===== src/sdbmd_cfg.svh =====
// Operation
// - Burst type comes from mode bit three.
// - Length two: column bit zero starts pair.
// - Length four: increment or XOR within block.
// - Length eight: increment or XOR within block.
// - Bursts wrap inside their aligned block.
// - Full page: any start, sequential, wraps page.
// - Page is 2048, 1024 or 512 columns.
// - Read latency programmable to two or three.
// - Drive from edge n+m-1, valid by n+m.
// - Operating mode bits must both be zero.
// - Mode bit nine forces single-location writes.
// - Commands decoded from four active-low strobes.
// - Activate takes row and bank pins.
// - Read/write take column; bit ten auto-precharges.
// - Precharge one bank, or all when bit ten.
// - Refresh pattern: auto, or self when enable low.
// - Internal counter supplies the refresh row.
// - Mode load stores the twelve address pins.
// - Byte mask: zero delay write, two read.
// - Mode fields: length, type, latency, reserved.
`ifndef SDBMD_CFG_SVH
`define SDBMD_CFG_SVH

// ****************************************************************
// Mode register layout
// ****************************************************************
`define SDBMD_MODE_RST   12'h000
`define SDBMD_BL_LSB     0
`define SDBMD_BL_MSB     2
`define SDBMD_BT_BIT     3
`define SDBMD_RL_LSB     4
`define SDBMD_RL_MSB     6
`define SDBMD_OPM_LSB    7
`define SDBMD_OPM_MSB    8
`define SDBMD_WB_BIT     9
`define SDBMD_AP_BIT     10

// ****************************************************************
// Field codes
// ****************************************************************
`define SDBMD_BL_1       3'h0
`define SDBMD_BL_2       3'h1
`define SDBMD_BL_4       3'h2
`define SDBMD_BL_8       3'h3
`define SDBMD_BL_FULL    3'h7
`define SDBMD_RL_2       3'h2
`define SDBMD_RL_3       3'h3
`define SDBMD_OPM_NORMAL 2'h0

// ****************************************************************
// Burst spans minus one, and widths
// ****************************************************************
`define SDBMD_LAST_2     11'h001
`define SDBMD_LAST_4     11'h003
`define SDBMD_LAST_8     11'h007
`define SDBMD_DQ_MAX     16
`define SDBMD_DM_MAX     2
`define SDBMD_COL_MAX    11

`endif


===== src/sdbmd_pkg.sv =====
`default_nettype none
`include "sdbmd_cfg.svh"

package sdbmd_pkg;

  // ****************************************************************
  // Types
  // ****************************************************************
  // Command strobes, all active low
  typedef struct packed {
    logic cs_n;
    logic ras_n;
    logic cas_n;
    logic we_n;
  } sdbmd_pins_t;

  // One-hot control states
  typedef enum logic [3:0] {
    SDBMD_IDLE  = 4'h1,
    SDBMD_RD    = 4'h2,
    SDBMD_WR    = 4'h4,
    SDBMD_SELF  = 4'h8
  } sdbmd_fsm_t;

  // Request to the cell array, one per column beat or refresh
  typedef struct packed {
    logic                            valid;
    logic                            write;
    logic                            refresh;
    logic [1:0]                      bank;
    logic [11:0]                     row;
    logic [`SDBMD_COL_MAX-1:0]       col;
    logic [`SDBMD_DQ_MAX-1:0]        wdata;
    logic [`SDBMD_DM_MAX-1:0]        wmask;
  } sdbmd_arr_t;

  // Whole state of the decoder
  typedef struct packed {
    sdbmd_fsm_t                      fsm;
    logic [11:0]                     mode;
    logic                            mode_bad;
    logic [`SDBMD_COL_MAX-1:0]       start;
    logic [`SDBMD_COL_MAX-1:0]       beat;
    logic [`SDBMD_COL_MAX-1:0]       last;
    logic [1:0]                      bank;
    logic                            auto_pre;
    logic [3:0][11:0]                open_row;
    logic [3:0]                      bank_open;
    logic [11:0]                     ref_row;
    logic [`SDBMD_DM_MAX-1:0]        dqm_q1;
    logic [`SDBMD_DQ_MAX-1:0]        rd_data;
    logic                            rd_vld;
    sdbmd_arr_t                      arr;
    logic [`SDBMD_DQ_MAX-1:0]        dq_out;
    logic [`SDBMD_DM_MAX-1:0]        dq_oe;
  } sdbmd_state_t;

endpackage

`default_nettype wire


===== src/sdbmd_top.sv =====
`default_nettype none
`include "sdbmd_cfg.svh"

// ****************************************************************
// Command decode and burst engine
// ****************************************************************
module sdbmd_top #(
  parameter int DQ_W = 16  // Organisation: 4, 8 or 16 data bits
) (
  input  wire logic                      core_clk,
  input  wire logic                      rstn,
  input  wire logic                      clk_en,
  input  wire logic                      cke,
  input  wire sdbmd_pkg::sdbmd_pins_t    cmd,
  input  wire logic                      bank_select_0,
  input  wire logic                      bank_select_1,
  input  wire logic [11:0]               addr,
  input  wire logic [`SDBMD_DM_MAX-1:0]  dqm,
  input  wire logic [`SDBMD_DQ_MAX-1:0]  dq_in,
  input  wire logic [`SDBMD_DQ_MAX-1:0]  arr_rdata,
  output logic      [`SDBMD_DQ_MAX-1:0]  dq_out,
  output logic      [`SDBMD_DM_MAX-1:0]  dq_oe,
  output sdbmd_pkg::sdbmd_arr_t          arr_req,
  output logic      [3:0]                bank_open,
  output logic                           self_refresh,
  output logic                           mode_reserved
);

  // ****************************************************************
  // Organisation
  // ****************************************************************
  // Column bits per organisation; page is two to this power
  localparam int COL_W = (DQ_W == 4) ? 11 : (DQ_W == 8) ? 10 : 9;
  localparam logic [`SDBMD_COL_MAX-1:0] PAGE_MASK =
    `SDBMD_COL_MAX'((1 << COL_W) - 1);

  // Refuse organisations the decoder cannot serve
  if (!(DQ_W == 4 || DQ_W == 8 || DQ_W == 16)) begin : g_bad_org
    $error("DQ_W must be 4, 8 or 16");
  end

  // ****************************************************************
  // Declarations
  // ****************************************************************
  sdbmd_pkg::sdbmd_state_t   q;         // Registered state
  sdbmd_pkg::sdbmd_state_t   d;         // Next state
  logic [1:0]                bsel;      // Bank pins as an index
  logic [2:0]                bl_code;   // Burst length field
  logic [2:0]                rl_code;   // Read latency field
  logic                      lat3;      // Latency of three clocks
  logic                      normal;    // Operating mode is normal
  logic [`SDBMD_COL_MAX-1:0] bl_last;   // Beats minus one
  logic [`SDBMD_COL_MAX-1:0] col_cmd;   // Start column from pins
  logic [`SDBMD_COL_MAX-1:0] col_next;  // Column of the next beat
  logic [`SDBMD_COL_MAX-1:0] beat_nx;   // Next beat number
  logic                      c_act;     // Decoded commands
  logic                      c_rd;
  logic                      c_wr;
  logic                      c_bst;
  logic                      c_pre;
  logic                      c_ref;
  logic                      c_mrs;

  // ****************************************************************
  // Decode
  // ****************************************************************
  assign bsel    = {bank_select_1, bank_select_0};
  assign bl_code = q.mode[`SDBMD_BL_MSB:`SDBMD_BL_LSB];
  assign rl_code = q.mode[`SDBMD_RL_MSB:`SDBMD_RL_LSB];
  // A reserved latency code is undefined; it behaves as three
  assign lat3    = (rl_code != `SDBMD_RL_2);
  assign normal  =
    (q.mode[`SDBMD_OPM_MSB:`SDBMD_OPM_LSB] == `SDBMD_OPM_NORMAL);

  // Column pins skip the precharge pin; mask trims per organisation
  assign col_cmd = {addr[`SDBMD_AP_BIT+1], addr[`SDBMD_AP_BIT-1:0]}
                   & PAGE_MASK;
  assign beat_nx = q.beat + 1'b1;

  // Strobe patterns; select high is inhibit and decodes nothing
  always_comb begin
    c_act = 1'b0;
    c_rd  = 1'b0;
    c_wr  = 1'b0;
    c_bst = 1'b0;
    c_pre = 1'b0;
    c_ref = 1'b0;
    c_mrs = 1'b0;
    if (!cmd.cs_n) begin
      unique case ({cmd.ras_n, cmd.cas_n, cmd.we_n})
        3'h3: c_act = 1'b1;
        3'h5: c_rd  = 1'b1;
        3'h4: c_wr  = 1'b1;
        3'h6: c_bst = 1'b1;
        3'h2: c_pre = 1'b1;
        3'h1: c_ref = 1'b1;
        3'h0: c_mrs = 1'b1;
        3'h7: c_act = 1'b0;  // No operation
      endcase
    end
  end

  // Last beat number for the programmed length
  always_comb begin
    unique case (bl_code)
      `SDBMD_BL_2:    bl_last = `SDBMD_LAST_2;
      `SDBMD_BL_4:    bl_last = `SDBMD_LAST_4;
      `SDBMD_BL_8:    bl_last = `SDBMD_LAST_8;
      `SDBMD_BL_FULL: bl_last = PAGE_MASK;
      default:        bl_last = '0;        // Length one or reserved
    endcase
  end

  // ****************************************************************
  // Column order
  // ****************************************************************
  sdbmd_order #(
    .COL_W     (COL_W)
  ) u_order (
    .start     (q.start),
    .beat      (beat_nx),
    .bl_code   (bl_code),
    .ilv       (q.mode[`SDBMD_BT_BIT]),
    .page_mask (PAGE_MASK),
    .col       (col_next)
  );

  // ****************************************************************
  // Next state
  // ****************************************************************
  always_comb begin
    d = q;
    d.arr.valid   = 1'b0;
    d.arr.refresh = 1'b0;
    // Mask of the last edge; the output flop adds the second clock
    d.dqm_q1  = dqm;
    // Array answers in the cycle after the column; keep one copy
    d.rd_data = arr_rdata;
    d.rd_vld  = q.arr.valid && !q.arr.write && !q.arr.refresh;
    // Output stage: latency two skips the extra copy
    if (lat3) begin
      d.dq_out = q.rd_data;
      d.dq_oe  = q.rd_vld ? ~q.dqm_q1 : '0;
    end else begin
      d.dq_out = arr_rdata;
      d.dq_oe  = d.rd_vld ? ~q.dqm_q1 : '0;
    end

    // Running burst issues one column each clock
    unique case (q.fsm)
      sdbmd_pkg::SDBMD_RD,
      sdbmd_pkg::SDBMD_WR: begin
        d.beat      = beat_nx;
        d.arr.valid = 1'b1;
        d.arr.col   = col_next;
        d.arr.wdata = dq_in;
        d.arr.wmask = dqm;  // Write mask acts at once
        if (beat_nx == q.last) begin
          d.fsm = sdbmd_pkg::SDBMD_IDLE;
          // Auto precharge closes the bank on the edge that issues the last beat
          if (q.auto_pre) begin
            d.bank_open[q.bank] = 1'b0;
          end
        end
      end
      sdbmd_pkg::SDBMD_SELF: begin
        // Stays asleep until clock enable returns high
        if (cke) begin
          d.fsm = sdbmd_pkg::SDBMD_IDLE;
        end
      end
      sdbmd_pkg::SDBMD_IDLE: begin
        d.beat = q.beat;
      end
    endcase

    // New commands; during self refresh the pins are ignored
    if (q.fsm != sdbmd_pkg::SDBMD_SELF) begin
      if (c_act) begin
        d.bank_open[bsel] = 1'b1;
        d.open_row[bsel]  = addr;
      end
      // Bursts are refused outside the normal operating mode
      if ((c_rd || c_wr) && normal) begin
        d.start       = col_cmd;
        d.beat        = '0;
        d.bank        = bsel;
        d.auto_pre    = addr[`SDBMD_AP_BIT];
        d.arr.valid   = 1'b1;
        d.arr.write   = c_wr;
        d.arr.bank    = bsel;
        d.arr.row     = q.open_row[bsel];
        d.arr.col     = col_cmd;
        d.arr.wdata   = dq_in;
        d.arr.wmask   = dqm;
        // Single-location writes when the write mode bit is set
        if (c_wr && q.mode[`SDBMD_WB_BIT]) begin
          d.last = '0;
        end else begin
          d.last = bl_last;
        end
        if (d.last == '0) begin
          d.fsm = sdbmd_pkg::SDBMD_IDLE;
          if (addr[`SDBMD_AP_BIT]) begin
            d.bank_open[bsel] = 1'b0;
          end
        end else begin
          d.fsm = c_wr ? sdbmd_pkg::SDBMD_WR : sdbmd_pkg::SDBMD_RD;
        end
      end
      // Terminate stops column issue after the column issued on its own edge; data in flight still leaves
      if (c_bst) begin
        d.fsm = sdbmd_pkg::SDBMD_IDLE;
      end
      if (c_pre) begin
        if (addr[`SDBMD_AP_BIT]) begin
          d.bank_open = '0;
        end else begin
          d.bank_open[bsel] = 1'b0;
        end
      end
      if (c_ref) begin
        d.ref_row = q.ref_row + 1'b1;
        if (cke) begin
          d.arr.valid   = 1'b1;
          d.arr.refresh = 1'b1;
          d.arr.write   = 1'b0;
          d.arr.row     = q.ref_row;
        end else begin
          d.fsm = sdbmd_pkg::SDBMD_SELF;
        end
      end
      // Controller keeps banks idle here, so no burst is cut
      if (c_mrs) begin
        d.mode     = addr;
        d.mode_bad =
          (addr[`SDBMD_OPM_MSB:`SDBMD_OPM_LSB] != `SDBMD_OPM_NORMAL)
          || ((addr[`SDBMD_RL_MSB:`SDBMD_RL_LSB] != `SDBMD_RL_2)
          && (addr[`SDBMD_RL_MSB:`SDBMD_RL_LSB] != `SDBMD_RL_3));
      end
    end
  end

  // ****************************************************************
  // State register
  // ****************************************************************
  // Clock enable low freezes every flop
  always_ff @(posedge core_clk or negedge rstn) begin
    if (!rstn) begin
      q      <= '0;
      q.fsm  <= sdbmd_pkg::SDBMD_IDLE;
      q.mode <= `SDBMD_MODE_RST;
    end else if (clk_en) begin
      q <= d;
    end
  end

  // ****************************************************************
  // Outputs
  // ****************************************************************
  assign dq_out        = q.dq_out;
  assign dq_oe         = q.dq_oe;
  assign arr_req       = q.arr;
  assign bank_open     = q.bank_open;
  assign self_refresh  = (q.fsm == sdbmd_pkg::SDBMD_SELF);
  assign mode_reserved = q.mode_bad;
endmodule

`default_nettype wire


===== src/sdbmd_order.sv =====
`default_nettype none
`include "sdbmd_cfg.svh"

// ****************************************************************
// Column order within a burst
// ****************************************************************
module sdbmd_order #(
  parameter int COL_W = 9
) (
  input  wire logic [`SDBMD_COL_MAX-1:0] start,
  input  wire logic [`SDBMD_COL_MAX-1:0] beat,
  input  wire logic [2:0]                bl_code,
  input  wire logic                      ilv,
  input  wire logic [`SDBMD_COL_MAX-1:0] page_mask,
  output logic      [`SDBMD_COL_MAX-1:0] col
);

  // Column width must fit the shared column bus
  if (COL_W < 1 || COL_W > `SDBMD_COL_MAX) begin : g_bad_col
    $error("COL_W out of range");
  end

  logic [`SDBMD_COL_MAX-1:0] blk_mask;  // Bits that move inside a block
  logic [`SDBMD_COL_MAX-1:0] moved;     // Low bits after stepping
  logic                      use_xor;   // Interleaved stepping

  // Block size picks which low bits move; the rest stay fixed
  always_comb begin
    unique case (bl_code)
      `SDBMD_BL_2:    blk_mask = `SDBMD_LAST_2;
      `SDBMD_BL_4:    blk_mask = `SDBMD_LAST_4;
      `SDBMD_BL_8:    blk_mask = `SDBMD_LAST_8;
      `SDBMD_BL_FULL: blk_mask = page_mask;
      default:        blk_mask = '0;
    endcase
  end

  // Full page has no interleaved form, so it always increments
  assign use_xor = ilv && (bl_code != `SDBMD_BL_FULL);
  assign moved   = use_xor ? (start ^ beat) : (start + beat);
  // Fixed bits keep the block, so a burst wraps and never crosses
  assign col = ((start & ~blk_mask) | (moved & blk_mask)) & page_mask;

endmodule

`default_nettype wire


===== config.mk =====
export PLATFORM = sky130hd
export DESIGN_NAME = sdbmd_top
export DESIGN_NICKNAME = d
export VERILOG_FILES = /design/src/sdbmd_pkg.sv /design/src/sdbmd_top.sv /design/src/sdbmd_order.sv
export VERILOG_INCLUDE_DIRS = /design/src
export SDC_FILE = /design/constraint.sdc
export NUM_CORES = 1
export LEC_CHECK = 0
export BUFFER_PORTS_ARGS = -buffer_cell sky130_fd_sc_hd__buf_2
export CAP_MARGIN = 40
export CORE_AREA = 4 4 194 102
export CTS_CLUSTER_SIZE = 28
export DETAILED_ROUTE_END_ITERATION = 10
export DIE_AREA = 0 0 198 106
export GPL_TIMING_DRIVEN = 1
export PLACE_DENSITY = 0.84
export RECOVER_POWER = 25
export SLEW_MARGIN = 40
export SYNTH_ARGS = -nofsm -noshare
export SYNTH_HDL_FRONTEND = slang
export SYNTH_SLANG_ARGS = --single-unit

===== constraint.sdc =====
create_clock -name core_clk -period 2.3 [get_ports core_clk]
set_input_delay 0.575 -clock core_clk [delete_from_list [all_inputs] [get_ports core_clk]]
set_output_delay 0.575 -clock core_clk [all_outputs]
set_load 0.05 [all_outputs]

* After elaboration in Yosys (flattened, before gate mapping)
Index checks and enable logic that the tools add are counted.
Word-level totals: register bits 196, input bits 56, output and inout bits 70
Operators by class: add/subtract/negate cells 3, magnitude comparators 4, equal/unequal tests 20, mux-type cells 65, bitwise gates (word level) 12, reductions and logical operators 22
Operator list (number):
- $mux W117 | 1
- $mux W52 | 2
- $mux W12 | 5
- $mux W4 | 15
- $bwmux W48 | 1
- $mux W46 | 1
- $mux W11 | 4
- $mux W43 | 1
- $pmux W9 S4 | 1
- $mux W34 | 1
- $mux W29 | 1
- $bmux W12 S2 | 1
- $demux W12 S2 | 1
- $and A9 B9 Y9 | 2
- $mux W18 | 1
- $mux W1 | 17
- $mux W13 | 1
- $add A12 B1 Y12 const B | 1
- $and A4 B4 Y4 | 3
- $eq A3 B2 Y1 const B | 4
- $eq A3 B3 Y1 const B | 4
- $mux W3 | 4
- $reduce_and A3 Y1 | 4
- $add A11 B1 Y11 const B | 1
- 31 further kinds | 49

* Depth between registers and ports, before layout
depth in word-level cells 21, depth in mapped cells 10

* Cells and area by module
A second synthesis with hierarchy kept.
Unflattened totals: cell total of the unflattened synthesis 910, area total of the unflattened synthesis 9506.6 µm²
By module, submodules not included:
- sdbmd_top | times used 1, cells each 818, area an instance 8836.0 µm², sequential area each 4680.7 µm²
- sdbmd_order | times used 1, cells each 92, area an instance 670.6 µm², sequential area each 0.0 µm²

* Worst setup path after synthesis
No wires, ideal clock.
path kind reg2reg, start point reg q[161] in the netlist's numbering, end point reg q, in the netlist arr_req[26], arrival time 2.390 ns, path slack -0.247 ns, cell stages (with the launch flop) 11, path buffers 0, path through dfrtp_1 -> ha_1 -> inv_1 -> or3_2 -> xnor2_1 -> ha_1 -> o21ai_0 -> o211a_1 -> nor3_1 -> xnor2_1 -> a31oi_1
Between the ends: longest elaborated chain between the ends 8, elaborated cells between the ends (all ways) 9
Ends and longest elaborated chain:
- from (decl) | line sdbmd_top.sv:45 | sdbmd_pkg::sdbmd_state_t q;
- $add A11 B1 Y11 * | line sdbmd_top.sv:78 | assign beat_nx = q.beat + 1'b1;
- $add A9 B9 Y9 or $xor A9 B9 Y9 (tied branches) | line sdbmd_order.sv:40 | assign moved = use_xor ? (start ^ beat) : (start + beat);
- $mux W9 * | line sdbmd_order.sv:40
- $and A9 B9 Y9 * | line sdbmd_order.sv:42 | assign col = ((start & ~blk_mask) | (moved & blk_mask)) & page_mask;
- $or A9 B9 Y9 * | line sdbmd_order.sv:42
- $mux W29 * | line sdbmd_top.sv:150 | unique case (q.fsm)
- $mux W43 | line sdbmd_top.sv:184 | if ((c_rd || c_wr) && normal) begin
- $mux W46 * | line sdbmd_top.sv:178 | if (q.fsm != sdbmd_pkg::SDBMD_SELF) begin
Mark *: on every way between the ends. The rest lies on a longest branch, timed or not. A chain may end at the register's enable or synchronous reset.

* Worst setup path in the final report
Same ends and word-level chain as after synthesis.

==> impl_summary.txt <==
----------------------------------------------------
[Outcome]
  Outcome ... finished with violations
  Violated checks ... setup timing

[Yosys]
  Share of synthesized flip-flops with an asynchronous set or reset ... between 90% and 100%
  Cell types with the highest counts after synthesis ... 186 x sky130_fd_sc_hd__dfrtp_1, 163 x sky130_fd_sc_hd__nand2_1, 70 x sky130_fd_sc_hd__buf_4
  Cell taking the most area after synthesis ... sky130_fd_sc_hd__dfrtp_1
  Count of cell types in the netlist ... 65
  Leading post-synthesis cells by cell area ... sky130_fd_sc_hd__dfrtp_1 51%, sky130_fd_sc_hd__mux2_2 8.2%, sky130_fd_sc_hd__nand2_1 6.6%
  Mapped Cells ... 880
  Post-synth EDFFs ... 0
  Average instance area after synthesis ... between 10 and 15 sq um
  Net count after synthesis ... about 950
  Post-synthesis sequential element count ... approximately 190
  Top cell type's share of synthesized area ... roughly half
  Most frequent cell after synthesis ... sky130_fd_sc_hd__dfrtp_1
  Sequential-to-total area share from yosys stat ... between 50% and 60%
  Count of yosys warnings during synthesis ... 0
  Total standard cell area after synthesis ... a little over 0.009 sq mm
  Most frequently used flop master after synthesis ... sky130_fd_sc_hd__dfrtp_1

[Clock network]
  TritonCTS buffer count ... 17
  Clock slew at reported path FFs ... roughly 0.070 ns
  Quantity of hold-fixing buffers added after cts ... 0
  Clock tree from TritonCTS ... done
  Clock latency at the later pin of the worst-skew pair ... between 0.4 and 0.5 ns
  Number of sinks handled by clock tree synthesis ... between 150 and 200
  H-tree Lvls ... 4
  Clock tree root driver cell ... sky130_fd_sc_hd__clkbuf_16
  Deepest clock path buffer count ... 2

[Global routing]
  Number of antenna violations at the first check in global routing ... 2
  Global-route wire length before repair ... ~38 mm
  Vias in the first global route ... 6777
  Maximum number of pins on one net before global-route repair ... 56
  All-layer global routing usage ... 23.2%
  Total congestion overflow after global routing ... 0

[Setup path]
  Worst-path cell chain ... ha_4 > fa_2 > a21o_1 > a211o_1 > a21oi_2 > a221oi_2 > nor3_2 > xnor2_1 > a31oi_1
  Combined buffer and inverter count along the critical path ... 0
  Slowest cell on crit path ... sky130_fd_sc_hd__dfrtp_2
  Crit. End Element ... flip-flop
  Worst path max stage delay ... 0.43 ns
  Category of the critical setup timing path ... reg -> reg
  R2R setup slack ... -0.08 ns
  Data arrival time of the critical path ... 2.70 ns
  Startpoint type of the worst setup path ... flip-flop
  Number of stages on the worst setup path ... 9
  Depth of the worst register-to-register path ... 9
  CP delay by family, top ... compound AO/OA/AOI/OAI gates
  CP Data Required Time ... approximately 2.6 ns
  Max Fanout on Critical Path ... 3

[Detailed routing]
  Avg Vias per Cell ... 5.61
  Starting DRT DRC Count ... about 650
  Detailed Route WL ... around 24 mm
  Antenna Violating Nets Remaining ... 0
  Routed length per placed instance ... 19.2 um
  Total DRC errors in the routed layout ... 0
  TritonRoute pass-1 iters ... 6
  Via count ... 7041

[Place]
  Post-place setup slack ... -0.230 ns
  Dpl hpwl ... between 15 and 20 mm
  Dpl cell area ... 0.0101 sq mm
  Global placer's final weighted congestion ... ~0.94
  Count of port buffers added during placement ... ~130
  Instance count after placement with tap cells included ... around 1200

[STA]
  Setup repair after global routing missed its margin ... true
  Hold Slack ... about 0.33 ns
  Tcrit/Tclk final ... 104%
  Slew @ Worst Pin ... between 1 and 1.5 ns
  Final setup viols ... 6
  Final critical delay including setup and external delays ... approximately 2.4 ns
  Crit path setup slack, layout ... -0.0842 ns
  Max_slew headroom ... between 10% and 20%
  Count of endpoints failing hold in the final timing report ... 0
  Setup skew after layout ... roughly 0.011 ns
  Number of pins exceeding their max-slew limit in the final report ... 0
  Post-Route Setup TNS ... -0.237 ns
  Max Fclk ... roughly 420 MHz

[Floorplan]
  Initial core utilization ... about half
  Placeable core region ... about 0.018 sq mm
  Top-Level Pins ... around 130
  Vertical extent of the die ... approximately 110 um
  Area of the die ... roughly 0.021 sq mm
  Number of rows in the core area ... 35
  Die width ... around 200 um

[Finish]
  Layout cell share with drive strength beyond 1 ... 36.5%
  Number of nets in the layout ... between 1000 and 1500
  Finished Core Util ... about three fifths
  Count of non-filler cells in the finished layout ... around 1300
  Finished Cell Area ... between 0.01 and 0.015 sq mm
  Area added between synthesis and finish ... 19.1%

[Pwr]
  Reported leakage power ... between 5 and 6 nW
  Cell area power density ... between 1000 and 1500 mW/mm^2
  Total power draw ... between 10 and 15 mW
  Peak supply drop ... between 0.001 and 0.0015 V

[Worst hold path]
  Hold-critical path depth ... 3
  Worst hold path class ... in -> reg

[Job]
  Number of max-cap violations ... 0

----------------------------------------------------
path summary, 6_finish.rpt:
| check | from | endpoint |
|---|---|---|
| min reg2reg | q[82] | dq_oe[1] |
| max reg2reg | q[161] | arr_req[26] |
| min | dq_in[15] | arr_req[17] |
| max | q[161] | arr_req[26] |
| max in group asynchronous | rstn | q[161] |
| min in group asynchronous | rstn | q[64] |
report_power, final:
part | switching (mW) | leakage (nW) | internal [mW]
combinational | 3.26 | 2.62 | 1.65
clock | 1.40 | 0.269 | 1.43
sequential | 0.648 | 2.36 | 4.13
metal layers:
metal | GRT usage, % | vias to the layer above | share of wire [%]
li1 | - | 3224 | -
met5 | 0 | - | 0
met4 | 5.65 | 0 | 1.3
met1 | 35.5 | 3495 | 47
met3 | 7.85 | 27 | 9.8
met2 | 31.6 | 295 | 42
layout by cell type (no fill, tap or decap), drive strengths merged, types with 2 or more instances in the layout:
master    instances
and3              7
mux2i            20
diode             2
nand2b            4
dfrtp           186
o211ai            2
buf             205
mux4             12
nand3            11
o21bai            2
clkinv            4
nor3              8
mux2             67
or3               8
nor2b             3
o31ai             5
xnor2            23
nand2           166
a21o              3
o21ai            17
o22ai            20
a21oi            49
nor4b             3
inv              24
a31oi             4
nor4              3
clkbuf           20
ha               10
a211o             2
a22o              5
nor2             67
a32oi             2
a22oi             2
xor2             15
or4               3
a211oi            2
nand4             9
clkinvlp          3
cells by family after synthesis:
family / share of synthesized area, %
AO/OA/AOI/OAI: 8.42
AND/OR/NAND/NOR: 14.1
multiplexers: 13.3
adder cells (fa/ha/maj): 1.68
XOR/XNOR: 3.61
buffers and inverters: 8.06
flip-flops: 50.8
worst register-to-register path, delay by kind of cell, from the launching register on:
family                   cells  cell delay, ns
adder cells (fa/ha/maj)      2            0.62
AO/OA/AOI/OAI                5            0.90
AND/OR/NAND/NOR              1            0.18
flip-flops                   1            0.43
XOR/XNOR                     1            0.14
registers in the layout, indices dropped and copies added, names as in the netlist:
name and flops:
dq_out 16, bank_open 4, q 115, arr_req 46, bl_code 3, dq_oe 2, mode_reserved 1
area by class of cell:
cell class / instances / area, sq um
tap: 240 / 300
sequential: 187 / 4680
antenna: 2 / 5.00
inverter: 17 / 67.6
clock buffer: 18 / 429
multi-input combinational: 571 / 4040
fill: 1441 / 7070
timing repair buffer: 207 / 1320
clock inverter: 14 / 129
repair_timing:
| item | CTS | global route |
|---|---|---|
| resized for setup | 23 | 24 |
| setup buffers | 4 | 9 |
| endpoints found under the setup margin | 10 | 14 |
| pin swaps | 14 | 17 |
(Power assumes the default switching activity.)
